===== config.mk =====
export PLATFORM = sky130hd
export DESIGN_NAME = dioirq_top
export DESIGN_NICKNAME = d
export VERILOG_FILES = /design/src/common/dioirq_pkg.sv /design/src/design/dioirq_src.sv /design/src/design/dioirq_top.sv
export VERILOG_INCLUDE_DIRS = /design/src /design/src/common
export SDC_FILE = /design/constraint.sdc
export NUM_CORES = 1
export LEC_CHECK = 0
export BUFFER_PORTS_ARGS = -buffer_cell sky130_fd_sc_hd__buf_4
export CAP_MARGIN = 25
export CORE_UTILIZATION = 57
export CTS_CLUSTER_SIZE = 8
export DETAILED_ROUTE_END_ITERATION = 8
export PLACE_DENSITY = 0.82
export SKIP_CTS_REPAIR_TIMING = 1
export SYNTH_ARGS = -nofsm -noshare
export SYNTH_HDL_FRONTEND = slang
export SYNTH_HIERARCHICAL = 1
export SYNTH_SLANG_ARGS = --single-unit

===== constraint.sdc =====
create_clock -name clk -period 3.2 [get_ports clk]
set_clock_uncertainty 0.15 [all_clocks]
set_input_delay 0.32 -clock clk [delete_from_list [all_inputs] [get_ports clk]]
set_output_delay 0.32 -clock clk [all_outputs]
set_load 0.01 [all_outputs]

===== src/common/dioirq_params.svh =====
`ifndef DIOIRQ_PARAMS_SVH
`define DIOIRQ_PARAMS_SVH

// register offsets within the eight-byte window
`define DIO_OFS_PORT_A   3'h0
`define DIO_OFS_PORT_B   3'h1
`define DIO_OFS_PORT_C   3'h2
`define DIO_OFS_IRQ_EN   3'h5
`define DIO_OFS_TRIG     3'h6
`define DIO_OFS_PEND     3'h7
`define DIO_OFS_HOLE_LO  3'h3
`define DIO_OFS_HOLE_HI  3'h4

// reset values
`define DIO_LATCH_RST    8'hff
`define DIO_IEN_RST      8'h00
`define DIO_CFG_RST      7'h00
`define DIO_ZERO8        8'h00
`define DIO_ZERO24       24'h000000
`define DIO_PIN_IDLE     1'b1

// trigger config register fields
`define DIO_BIT_EXT_ACK  7
`define DIO_BIT_EXT_EN   6
`define DIO_FLD_EXT_MODE 5:4
`define DIO_FLD_UP_MODE  3:2
`define DIO_FLD_LO_MODE  1:0
`define DIO_FLD_CFG      6:0

// first source served by the upper mode field
`define DIO_UPPER_FIRST  4

// number of channel sources and the first channel they watch
`define DIO_NSRC         8
`define DIO_CHAN_C_FIRST 16

`endif


===== src/common/dioirq_pkg.sv =====
package dioirq_pkg;

	// one register byte
	typedef logic [7:0] dioirq_byte_t;

	// trigger modes of a source
	typedef enum logic [1:0] {
		TRIG_LVL_LOW  = 2'b00,
		TRIG_LVL_HIGH = 2'b01,
		TRIG_FALL     = 2'b10,
		TRIG_RISE     = 2'b11
	} dioirq_trig_e;

	// one host i/o cycle, sampled in a single clock
	typedef struct packed {
		logic         wr;
		logic         rd;
		logic [2:0]   addr;
		dioirq_byte_t wdata;
	} dioirq_req_s;

endpackage


===== src/design/dioirq_src.sv =====
`timescale 1ns/1ps
`default_nettype none
`include "dioirq_params.svh"

module dioirq_src
	import dioirq_pkg::*;
(
	// clock, reset, enable
	input  wire logic   clk,
	input  wire logic   nrst,
	input  wire logic   ce,
	// source and control
	input  wire logic   pin,
	input  wire logic   arm,
	input  wire dioirq_trig_e mode,
	input  wire logic   ack,
	// pending flag
	output logic        pend_ff
);

	logic prev_ff;
	logic cond;
	logic hit;

	// previous pin level; starts at the pulled-up idle level
	// so a quiet pin shows no false edge after reset
	always_ff @(posedge clk or negedge nrst) begin
		if (!nrst) begin
			prev_ff <= `DIO_PIN_IDLE;
		end else if (ce) begin
			prev_ff <= pin;
		end
	end

	always_comb begin
		unique case (mode)
			TRIG_LVL_LOW:  cond = !pin;
			TRIG_LVL_HIGH: cond = pin;
			TRIG_FALL:     cond = prev_ff && !pin;
			TRIG_RISE:     cond = !prev_ff && pin;
		endcase
	end

	// a disarmed source never counts as a live condition
	assign hit = arm && cond;

	// set wins over ack; clear needs ack and no condition
	always_ff @(posedge clk or negedge nrst) begin
		if (!nrst) begin
			pend_ff <= 1'b0;
		end else if (ce) begin
			if (hit) begin
				pend_ff <= 1'b1;
			end else if (ack) begin
				pend_ff <= 1'b0;
			end
		end
	end
endmodule
`default_nettype wire


===== src/design/dioirq_top.sv =====
`timescale 1ns/1ps
`default_nettype none
`include "dioirq_params.svh"

// Summary of operation
// - source fires only if input and enabled
// - eight sources map onto channels 16 to 23
// - low, high, falling and rising trigger modes
// - separate modes for upper and lower nibble
// - firing source sets its pending bit
// - pending bits accumulate without waiting
// - after ack write, irq again if pending
// - bit clears on ack when condition gone
// - live level after ack fires again
// - one extra external interrupt input
// - offset 6 controls the external interrupt
// - external input behaves like a channel source
// - eight byte map, status and ack at 7
// - first latch covers channels 0 to 7
// - second latch covers channels 8 to 15
// - third latch covers channels 16 to 23
// - latch one makes channel a readable input
// - enable bit n arms source n
// - armed channel still reads as data
// - two-bit mode codes and field positions
// - bit 7 ext status/ack, bit 6 enable
// - latch zero drives low, reads zero
// - reset loads all latches with ones

module dioirq_top
	import dioirq_pkg::*;
#(
	parameter int unsigned NPORTS = 3
)(
	// clock, reset, enable
	input  wire logic         clk,
	input  wire logic         nrst,
	input  wire logic         ce,
	// host i/o cycle
	input  wire dioirq_req_s  host_req,
	output dioirq_byte_t      host_rdata_ff,
	output logic              host_irq_ff,
	// open-collector channels
	input  wire logic [23:0]  io_channels_in,
	output logic      [23:0]  io_channels_out_ff,
	output logic      [23:0]  io_channels_oe_ff,
	// external interrupt pin
	input  wire logic         ext_irq_in
);

	dioirq_byte_t port_latch_ff [NPORTS];
	dioirq_byte_t ien_ff;
	logic [6:0]   cfg_ff;
	logic [7:0]   chan_pend;
	logic         ext_irq_pending;
	logic [7:0]   chan_arm;
	logic [7:0]   chan_ack;
	logic         ext_irq_clear;
	logic         ack_wr;
	logic         any_pend;
	logic [23:0]  latch_flat;
	logic [23:0]  masked_in;
	dioirq_byte_t nxt_rdata;
	logic         nxt_irq;
	dioirq_trig_e upper_nibble_trigger_mode;
	dioirq_trig_e lower_nibble_trigger_mode;
	dioirq_trig_e ext_irq_trigger_mode;

	// write decode, shared by every register except the port latches
	function automatic logic wr_hit(input dioirq_req_s r,
			input logic [2:0] ofs);
		return r.wr && (r.addr == ofs);
	endfunction

	// read decode, used by the checks only, not by the mux
	function automatic logic rd_hit(input dioirq_req_s r,
			input logic [2:0] ofs);
		return r.rd && (r.addr == ofs);
	endfunction

	// flat view of the three latches
	assign latch_flat = {port_latch_ff[2], port_latch_ff[1],
			port_latch_ff[0]};

	// channels latched low are masked on read
	assign masked_in = io_channels_in & latch_flat;

	// latch writes, one byte per port
	always_ff @(posedge clk or negedge nrst) begin
		if (!nrst) begin
			for (int p = 0; p < NPORTS; p++) begin
				port_latch_ff[p] <= `DIO_LATCH_RST;
			end
		end else if (ce && host_req.wr &&
				host_req.addr <= `DIO_OFS_PORT_C) begin
			port_latch_ff[host_req.addr[1:0]] <= host_req.wdata;
		end
	end

	// zero in the latch turns the driver on
	always_ff @(posedge clk or negedge nrst) begin
		if (!nrst) begin
			io_channels_oe_ff <= `DIO_ZERO24;
		end else if (ce) begin
			io_channels_oe_ff <= ~latch_flat;
		end
	end

	// open collector only ever pulls low, so no driven high
	always_ff @(posedge clk or negedge nrst) begin
		if (!nrst) begin
			io_channels_out_ff <= `DIO_ZERO24;
		end else if (ce) begin
			io_channels_out_ff <= `DIO_ZERO24;
		end
	end

	always_ff @(posedge clk or negedge nrst) begin
		if (!nrst) begin
			ien_ff <= `DIO_IEN_RST;
		end else if (ce && wr_hit(host_req, `DIO_OFS_IRQ_EN)) begin
			ien_ff <= host_req.wdata;
		end
	end

	// trigger config; the ack bit is not stored
	always_ff @(posedge clk or negedge nrst) begin
		if (!nrst) begin
			cfg_ff <= `DIO_CFG_RST;
		end else if (ce && wr_hit(host_req, `DIO_OFS_TRIG)) begin
			cfg_ff <= host_req.wdata[`DIO_FLD_CFG];
		end
	end

	// mode fields of the config register
	assign upper_nibble_trigger_mode =
			dioirq_trig_e'(cfg_ff[`DIO_FLD_UP_MODE]);
	assign lower_nibble_trigger_mode =
			dioirq_trig_e'(cfg_ff[`DIO_FLD_LO_MODE]);
	assign ext_irq_trigger_mode =
			dioirq_trig_e'(cfg_ff[`DIO_FLD_EXT_MODE]);

	// armed only when input and enabled
	assign chan_arm = ien_ff & port_latch_ff[2];

	// ack strobes, valid only in the write cycle
	assign chan_ack = wr_hit(host_req, `DIO_OFS_PEND) ?
			host_req.wdata : `DIO_ZERO8;

	// bit 7 written as one acks the external source
	assign ext_irq_clear = wr_hit(host_req, `DIO_OFS_TRIG) &&
			host_req.wdata[`DIO_BIT_EXT_ACK];

	assign ack_wr = wr_hit(host_req, `DIO_OFS_PEND) || ext_irq_clear;
	assign any_pend = (|chan_pend) || ext_irq_pending;

	for (genvar n = 0; n < `DIO_NSRC; n++) begin : g_src
		dioirq_src u_src (
			.clk     (clk),
			.nrst    (nrst),
			.ce      (ce),
			.pin     (io_channels_in[`DIO_CHAN_C_FIRST + n]),
			.arm     (chan_arm[n]),
			.mode    ((n >= `DIO_UPPER_FIRST) ?
					upper_nibble_trigger_mode :
					lower_nibble_trigger_mode),
			.ack     (chan_ack[n]),
			// each flag sets on its own
			.pend_ff (chan_pend[n])
		);
	end

	// external source, same logic as a channel
	dioirq_src u_ext_src (
		.clk     (clk),
		.nrst    (nrst),
		.ce      (ce),
		.pin     (ext_irq_in),
		.arm     (cfg_ff[`DIO_BIT_EXT_EN]),
		.mode    (ext_irq_trigger_mode),
		.ack     (ext_irq_clear),
		.pend_ff (ext_irq_pending)
	);

	// read mux; holes read as zero
	always_comb begin
		nxt_rdata = `DIO_ZERO8;
		unique case (host_req.addr)
			// inputs read through the latch mask
			`DIO_OFS_PORT_A: nxt_rdata = masked_in[7:0];
			`DIO_OFS_PORT_B: nxt_rdata = masked_in[15:8];
			`DIO_OFS_PORT_C: nxt_rdata = masked_in[23:16];
			`DIO_OFS_IRQ_EN: nxt_rdata = ien_ff;
			// status in bit 7 above the config
			`DIO_OFS_TRIG:   nxt_rdata = {ext_irq_pending, cfg_ff};
			// pending flags, bit n is source n
			`DIO_OFS_PEND:   nxt_rdata = chan_pend;
			default:         nxt_rdata = `DIO_ZERO8;
		endcase
	end

	// read data stands until the next read
	always_ff @(posedge clk or negedge nrst) begin
		if (!nrst) begin
			host_rdata_ff <= `DIO_ZERO8;
		end else if (ce && host_req.rd) begin
			host_rdata_ff <= nxt_rdata;
		end
	end

	// dip for one cycle on ack so the host sees
	// a fresh edge whenever flags remain
	assign nxt_irq = any_pend && !ack_wr;

	always_ff @(posedge clk or negedge nrst) begin
		if (!nrst) begin
			host_irq_ff <= 1'b0;
		end else if (ce) begin
			host_irq_ff <= nxt_irq;
		end
	end
endmodule
`default_nettype wire

==> results of run 1 <==
-- stage by stage --
stage	std cells	total power, mW	hold WS, ns
global route	567	3.492	0.06819
finish	567	3.322	0.07149
detailed placement	552	2.606	0.1141
CTS	566	3.326	-0.2722
global placement	551	2.557	0.3311
floorplan	410	2.215	-0.1256
-- state kept, by name, summed over array words and instances (netlist names) --
signal,count
host_irq_ff,1
cfg_ff,7
latch_flat,24
u_ext_src/pend_ff,1
u_ext_src/prev_ff,1
g_src.u_src/prev_ff,8
g_src.u_src/pend_ff,8
ien_ff,8
io_channels_oe_ff,24
host_rdata_ff,8
-- worst max path at each step --
stage	from	end	cells after the start
global placement	ce	ien_ff[4]$_DFFE_PN0P_	4
floorplan	host_req[10]	g_src[0].u_src/pend_ff$_DFFE_PN0P_	8
CTS	ce	ien_ff[4]$_DFFE_PN0P_	4
detailed placement	ce	ien_ff[4]$_DFFE_PN0P_	4
global route	ce	ien_ff[4]$_DFFE_PN0P_	4
finish	ce	ien_ff[4]$_DFFE_PN0P_	4
-- cells in the mapped netlist (2+ instances only) --
master | n | area, µm²
mux2_2 | 47 | 529.3
clkbuf_1 | 2 | 7.510
and2_1 | 17 | 106.4
buf_6 | 2 | 22.52
a32oi_1 | 4 | 35.03
and3b_1 | 3 | 26.28
o21ai_0 | 9 | 45.04
a221oi_1 | 2 | 17.52
nor3_1 | 3 | 15.01
dfrtp_1 | 57 | 1426
nand2_1 | 24 | 90.09
a21oi_1 | 9 | 45.04
a221o_1 | 2 | 20.02
nand3b_1 | 4 | 30.03
a41o_1 | 9 | 90.09
a32o_1 | 6 | 60.06
xnor2_1 | 18 | 157.7
nand3_1 | 9 | 45.04
o211ai_1 | 3 | 22.52
a21boi_0 | 9 | 67.56
buf_4 | 27 | 202.7
nor2_2 | 4 | 25.02
buf_2 | 4 | 20.02
inv_1 | 28 | 105.1
mux2i_1 | 24 | 240.2
nand2b_1 | 2 | 12.51
a31oi_1 | 6 | 37.54
a22o_1 | 3 | 26.28
dfstp_2 | 33 | 867.1
nor2_1 | 5 | 18.77
-- worst reg2reg max path, stage by stage (launching register included) --
cell     delay [ns]
dfrtp_1        0.57
nand2_1        0.15
o21ai_0        0.10
a221o_1        0.31
a22o_1         0.17
-- metal layers --
metal  vias to the layer above  track usage, %  share of wire (%)
li1                       1468               -                  -
met1                      1622           37.53                 43
met2                       163           43.31                 47
met3                        23           4.941                7.3
met4                         0           11.38                2.3
met5                         -               0                  0
-- report_power, final --
group	switching, mW	internal [mW]	leakage, nW
clock network	0.376	0.349	0.0918
logic	0.373	0.471	1.33
registers	0.270	1.48	1.02
-- final cells by class --
cell class	instances	area, µm²	area share [%]
Clock inverter	4	45.04	0.8584
Multi-Input combinational cell	257	1956	37.27
Clock buffer	10	127.6	2.432
Inverter	28	105.1	2.003
Sequential cell	90	2293	43.71
Tap cell	102	127.6	2.432
Timing Repair Buffer	76	593.1	11.30
-- logic make-up (layout without fill, tap and decap cells) --
family / after synthesis / count (layout) / synth area share [%]
compound gates: 66 / 66 / 11.26
xor+xnor: 18 / 18 / 3.487
buf+inv: 63 / 118 / 7.916
flops: 90 / 90 / 50.73
mux: 71 / 71 / 17.02
other cells: 1 / 24 / 0.08295
simple gates: 78 / 78 / 9.494
==> impl_metrics.tcl, run 1 <==
set metrics [dict create \
    wl_per_cell_um 18.89 \
    syn-cell-area_um2 4521 \
    insertion_delay_ns 0.36 \
    yosysWarnings 6 \
    rsz0062_at_grt "no" \
    portBuffers 73 \
    start_util_pct 58.81 \
    cp-start-kind "input pin" \
    cts_tree "done" \
    via_per_inst 5.778 \
    grt_pass1_wl_um 17340 \
    critPathCaptureType "flop" \
    final_area_um2 5248 \
    dieArea_um2 8291 \
    synth_edf_count 0 \
    cp.required_ns 3.29 \
    layout_common_cells "buf_4, dfrtp_1, mux2_2" \
    ir_drop_mv 0.3239 \
    setup_tns_ns 0 \
    crit_fanout 39 \
    rows 32 \
    syn_to_final_growth_pct 16.08 \
    hold_path_end "g_src[7].u_src/prev_ff$_DFFE_PN1P_" \
    antenna_cells 0 \
    preCtsSetupSlack_ns 1.119 \
    syn_avg_cell_area_um2 11.68 \
    arrival_ns 1.88 \
    fmax_mhz 559.9 \
    vias 3276 \
    max_slew_margin_pct 57.38 \
    fin_ws_ns 1.414 \
    ys_ff_latch 90 \
    outcome "finished, final reports clean" \
    synthFlopType "dfrtp_1" \
    min_from "io_channels_in[23]" \
    antenna_found_initial 0 \
    htree_levels 3 \
    holdPathStages 2 \
    regToRegEndpoint "host_rdata_ff[0]$_DFFE_PN0P_" \
    drt_iter0_markers 295 \
    drv_cap 0 \
    path_cells "buf_4 -> nand3_1 -> nor2_2 -> mux2_2" \
    worst_slew_pin_slew_ns 0.6386 \
    slowest_stage "nor2_2" \
    clockBufferDepth 2 \
    p_leak_nw 2.441 \
    gp_congestion 0.9831 \
    io_pins 98 \
    critPathKind "input pin to flop" \
    period_share_pct 55.82 \
    die-width_um 91.06 \
    track_usage_pct 27.43 \
    path_delay_family "simple AND/OR/NAND/NOR gates" \
    async_flop_share_pct 100.0 \
    path_clk_slew_ns 0.08 \
    cts_buffers 9 \
    drive_gt1_share_pct 37.85 \
    dpl_cell_area_um2 5065 \
    final_nets 503 \
    yosysSeqAreaShare_pct 50.73 \
    coreArea_um2 7687 \
    slowest_delay_ns 0.53 \
    dp_hpwl_um 7714 \
    cp_num_buf_inv 1 \
    dr.pass1.iters 4 \
    clk_root_buffer_cell "clkbuf_8" \
    hold_violations 0 \
    synthCells 387 \
    globalRouteOverflowTotal 0 \
    ff2ff_path_depth 4 \
    layout_commonest_cell "buf_4" \
    fill_cells 618 \
    hold_class "input pin to flop" \
    ant_nets 0 \
    drv_slew 0 \
    ys_types 42 \
    finalWorstPathRequiredPeriod_ns 1.786 \
    cts_sinks 90 \
    setup_viol 0 \
    die_height_um 91.06 \
    r2r_slack_ns 1.64 \
    grt_start_max_net_pins 65 \
    final_util_pct 68.26 \
    reg2reg_from "cfg_ff[0]$_DFFE_PN0P_" \
    grt_pass1_vias 3308 \
    p_per_area_nw_per_um2 633.0 \
    drc 0 \
    wl_um 10710 \
]
Power figures use the tool's default switching activity.
==> inputs of run 2 (changes only) <==
CORE_UTILIZATION = 55   (was 57)
PLACE_DENSITY = 0.8   (was 0.82)
clock period = 1.7 ns   (was 3.2 ns; I/O delays follow)
==> impl_metrics.tcl, run 2 (synthesized netlist as in run 1, its figures left out) <==
set metrics [dict create \
    outcome "finished, final reports clean" \
    track_usage_pct 26.98 \
    final_nets 529 \
    hold_violations 0 \
    ff2ff_path_depth 4 \
    cp.required_ns 1.79 \
    fin_ws_ns 0.1197 \
    portBuffers 73 \
    p_per_area_nw_per_um2 1164 \
    cts_buffers 9 \
    htree_levels 3 \
    final_cells 595 \
    max_slew_margin_pct 60.55 \
    arrival_ns 1.67 \
    drv_cap 0 \
    layout_common_cells "buf_4, dfrtp_1, mux2_2" \
    drt_iter0_markers 265 \
    clk_root_buffer_cell "clkbuf_8" \
    seq_area_um2 2293 \
    syn_to_final_growth_pct 22.17 \
    preCtsSetupSlack_ns 0.1273 \
    critPathKind "flop to flop" \
    crit_fanout 3 \
    dr.pass1.iters 5 \
    ant_nets 0 \
    drc 0 \
    start_util_pct 57.61 \
    p_leak_nw 2.568 \
    io_pins 98 \
    period_share_pct 92.96 \
    path_clk_slew_ns 0.08 \
    dp_cells 561 \
    dp_hpwl_um 7914 \
    ir_drop_mv 0.6576 \
    via_per_inst 5.682 \
    rsz0062_at_grt "no" \
    fmax_mhz 632.8 \
    vias 3381 \
    fill_cells 598 \
    layout_commonest_cell "buf_4" \
    antenna_found_initial 0 \
    wl_um 10910 \
    grt_pass1_vias 3246 \
    finalWorstPathRequiredPeriod_ns 1.580 \
    rows 32 \
    hold_class "input pin to flop" \
    grt_start_max_net_pins 91 \
    globalRouteOverflowTotal 0 \
    setup_viol 0 \
    drive_gt1_share_pct 37.93 \
    critPathCaptureType "flop" \
    cts_sinks 90 \
    multi_input_area_um2 1956 \
    dieArea_um2 8586 \
    holdPathStages 4 \
    worst_slew_pin_slew_ns 0.5895 \
    coreArea_um2 7848 \
    die_height_um 92.66 \
    clockBufferDepth 2 \
    setup_tns_ns 0 \
    die-width_um 92.66 \
    grt_pass1_wl_um 17440 \
    cts_tree "done" \
    gp_congestion 0.9851 \
    antenna_cells 0 \
    insertion_delay_ns 0.36 \
    cp-start-kind "flop" \
    drv_slew 0 \
    wl_per_cell_um 18.34 \
]
[run 2: worst paths after layout]
kind | startpoint | to | slack (ns)
min in group asynchronous | nrst | io_channels_oe_ff[21]$_DFFE_PN0P_ | 0.24
setup / recovery | g_src[3].u_src/pend_ff$_DFFE_PN0P_ | host_irq_ff$_DFFE_PN0P_ | 0.12
hold / removal | io_channels_in[7] | host_rdata_ff[7]$_DFFE_PN0P_ | 0.01
setup reg to reg | g_src[3].u_src/pend_ff$_DFFE_PN0P_ | host_irq_ff$_DFFE_PN0P_ | 0.12
max in group asynchronous | nrst | latch_flat[5]$_DFFE_PN1P_ | 0.77
hold reg to reg | io_channels_oe_ff[17]$_DFFE_PN0P_ | io_channels_oe_ff[17]$_DFFE_PN0P_ | 0.37
[run 2: where the power goes]
| group | switching, mW | total (mW) | internal, mW |
|---|---|---|---|
| combinational | 0.721 | 1.65 | 0.926 |
| clock | 0.726 | 1.48 | 0.758 |
| sequential | 0.506 | 3.30 | 2.79 |
| total | 1.95 | 6.43 | 4.47 |
[run 2: through the flow]
| stage | cell area [µm²] | utilization (%) | hold slack [ns] | power (mW) |
|---|---|---|---|---|
| floorplan | 4607 | - | -0.2756 | 4.169 |
| global placement | 5137 | 65.47 | 0.09593 | 4.860 |
| detailed placement | 5137 | 65.47 | 0.1007 | 4.930 |
| CTS | 5343 | 68.08 | -0.2868 | 6.411 |
| global route | 5523 | 70.38 | 0.03245 | 6.754 |
| finish | 5523 | 70.38 | 0.01172 | 6.427 |
[run 2: per-layer routing]
layer | GRT usage (%) | wire, µm | vias up
li1 | - | - | 1529
met5 | 0 | 0 | -
met1 | 38.00 | 4677 | 1656
met3 | 4.187 | 786 | 30
met2 | 41.79 | 5172 | 166
met4 | 11.28 | 277 | 0
[run 2: worst max-delay path, cell delays in order (launching register included)]
cell and delay, ns:
dfrtp_1 0.42, nor4_1 0.51, nand3_1 0.15, nand3_1 0.14, o21ai_0 0.09
[run 2: final cells by class]
| cell class | count | share of cell area (%) |
|---|---|---|
| clock buffer | 12 | 2.809 |
| clock inverter | 4 | 0.9062 |
| inverter | 28 | 1.903 |
| multi-input combinational | 257 | 35.41 |
| sequential | 90 | 41.53 |
| tap | 102 | 2.311 |
| timing repair buffer | 102 | 15.13 |
==> inputs of run 3 (changes only) <==
CORE_UTILIZATION = 54   (was 55)
PLACE_DENSITY = 0.78   (was 0.8)
SYNTH_HIERARCHICAL = default   (was 1)
==> impl_metrics.tcl, run 3 <==
set metrics [dict create \
    die-width_um 93.22 \
    ys_ff_latch 90 \
    fmax_mhz 617.0 \
    coreArea_um2 7888 \
    drive_gt1_share_pct 38.80 \
    layout_commonest_cell "buf_4" \
    antenna_cells 0 \
    yosysMostFrequentCell "dfrtp_1" \
    crit_fanout 3 \
    dr.pass1.iters 4 \
    grt_pass1_vias 3328 \
    cp.required_ns 1.83 \
    portBuffers 73 \
    dp_cells 566 \
    antenna_found_initial 0 \
    outcome "finished, final reports clean" \
    cp_num_buf_inv 0 \
    synthSimpleGateAreaFrac_pct 11.64 \
    drv_slew 0 \
    grt_start_max_net_pins 30 \
    switchingPower_mw 1.907 \
    cp-start-kind "flop" \
    slowest_stage "dfstp_2" \
    setup_tns_ns 0 \
    rsz0062_at_grt "no" \
    p_leak_nw 2.499 \
    critPathCaptureType "flop" \
    cts_sinks 90 \
    async_flop_share_pct 100.0 \
    drc 0 \
    ir_drop_mv 0.6399 \
    slowest_delay_ns 0.55 \
    final_nets 536 \
    finalWorstPathRequiredPeriod_ns 1.621 \
    clockBufferDepth 2 \
    synth.area.mux_share_pct 17.60 \
    dp_hpwl_um 7707 \
    synth_xor_area_share_pct 1.559 \
    insertion_delay_ns 0.36 \
    clk_root_buffer_cell "clkbuf_8" \
    p_int_mw 4.335 \
    syn_avg_cell_area_um2 11.40 \
    die_height_um 93.22 \
    cts_tree "done" \
    p_per_area_nw_per_um2 1124 \
    wl_um 10630 \
    drv_cap 0 \
    arrival_ns 1.75 \
    start_util_pct 56.96 \
    path_cells "or4bb_1 -> a21oi_1 -> a221oi_1 -> o21ai_0" \
    htree_levels 3 \
    fill_cells 566 \
    ys_types 43 \
    grt_pass1_wl_um 16490 \
    path_clk_slew_ns 0.08 \
    via_per_inst 5.590 \
    hold_violations 0 \
    p_sw_share_pct 30.55 \
    synthAdderAreaFrac_pct 0 \
    cts_buffers 9 \
    io_pins 98 \
    track_usage_pct 25.54 \
    synthFlopType "dfrtp_1" \
    ys_top_cells_by_area "dfrtp_1, dfstp_2, mux2_2" \
    synth.top_cell.area_share_pct 31.75 \
    period_share_pct 95.34 \
    vias 3365 \
    wl_per_cell_um 17.66 \
    yosysWarnings 0 \
    pwr-share-clk_pct 22.7 \
    final_cells 602 \
    ys_top_cells_by_count "dfrtp_1, mux2_2, nand2_1, dfstp_2, buf_4" \
    critPathKind "flop to flop" \
    setup_viol 0 \
    synthCells 394 \
    yosysSeqAreaShare_pct 51.04 \
    syn-cell-area_um2 4493 \
    drt_iter0_markers 190 \
    layout_common_cells "buf_4, dfrtp_1, mux2_2" \
    synth_edf_count 0 \
    synth.largest_area_cell "dfrtp_1" \
    dieArea_um2 8689 \
    rows 32 \
    p_comb_share_pct 24.8 \
    globalRouteOverflowTotal 0 \
    syn_to_final_growth_pct 23.61 \
    gp_congestion 0.8914 \
    ant_nets 0 \
    synth_top_family_by_area "multiplexers" \
    synth_compound_area_share_pct 9.440 \
    seqPwrFrac_pct 52.6 \
    path_delay_family "flip-flops" \
    hold_class "input pin to flop" \
]
-- run 3: cell count changes in the layout (fill, tap and decap cells not counted), sizes merged, moves of 7 or more --
| cell | delta |
|---|---|
| xnor2 | -10 |
| a41o | -9 |
| and2 | -17 |
| nand2 | +12 |
| nand3 | +9 |
| a21boi | -8 |
| nor2b | +7 |
-- run 3: layout make-up --
type / count / area [µm²] / share of cell area [%]
well taps: 102 / 127.6 / 2.298
clock inverters: 5 / 55.05 / 0.9912
clock buffers: 11 / 131.4 / 2.365
inverters: 26 / 97.59 / 1.757
repair buffers: 110 / 950.9 / 17.12
flip-flops and latches: 90 / 2293 / 41.29
multi-input cells: 258 / 1898 / 34.17
-- run 3: metrics by stage --
step           utilization [%]  cell area [µm²]  hold WS (ns)  setup WS [ns]  total power, mW
3_3_place_gp             65.51             5167      -0.05836         0.1341            4.761
3_5_place_dp             65.51             5167      -0.04660         0.1046            4.835
5_1_grt                  70.42             5554       0.08382        0.02742            6.571
6_report                 70.42             5554       0.05536        0.07918            6.242
4_1_cts                  67.88             5354       -0.4376        0.08043            6.249
2_1_floorplan                -             4579       -0.2756         0.2611            4.110
-- run 3: worst paths after layout --
path / from / to / slack [ns] / cells past startpoint
setup / recovery: latch_flat[0]$_DFFE_PN1P_ / host_rdata_ff[0]$_DFFE_PN0P_ / 0.08 / 4
hold / removal: host_req[12] / host_irq_ff$_DFFE_PN0P_ / 0.06 / 4
setup reg to reg: latch_flat[0]$_DFFE_PN1P_ / host_rdata_ff[0]$_DFFE_PN0P_ / 0.08 / 4
hold reg to reg: host_rdata_ff[6]$_DFFE_PN0P_ / host_rdata_ff[6]$_DFFE_PN0P_ / 0.35 / 2
max in group asynchronous: nrst / g_src[2].u_src.prev_ff$_DFFE_PN1P_ / 0.67 / 3
min in group asynchronous: nrst / io_channels_oe_ff[7]$_DFFE_PN0P_ / 0.12 / 2
-- run 3: cell families after synthesis --
| kind of cell | Yosys count |
|---|---|
| muxes | 73 |
| and+or+nand+nor | 91 |
| buffers and inverters | 69 |
| other | 1 |
| DFF | 90 |
| xor gates and xnor gates | 8 |
| AOI/OAI and AO/OA | 62 |
-- run 3: tightest hold or removal path, cell delays in order --
cell	delay (ns)
buf_4	0.11
o211ai_1	0.08
nand3_1	0.09
o21ai_0	0.08
-- run 3: metal layers --
layer / up-vias / wire length, µm / track usage (%)
met5: - / 0 / 0
met4: 0 / 182 / 9.872
met3: 17 / 729 / 4.553
met2: 149 / 5304 / 42.40
met1: 1659 / 4417 / 33.35
li1: 1540 / - / -
-- run 3: power by group through the flow --
stage | Sequential, mW | Clock [mW] | Combinational (mW)
floorplan | 3.21 | 0 | 0.901
global placement | 3.30 | 0 | 1.47
detailed placement | 3.32 | 0 | 1.51
CTS | 3.28 | 1.45 | 1.52
global route | 3.36 | 1.52 | 1.69
finish | 3.28 | 1.42 | 1.55
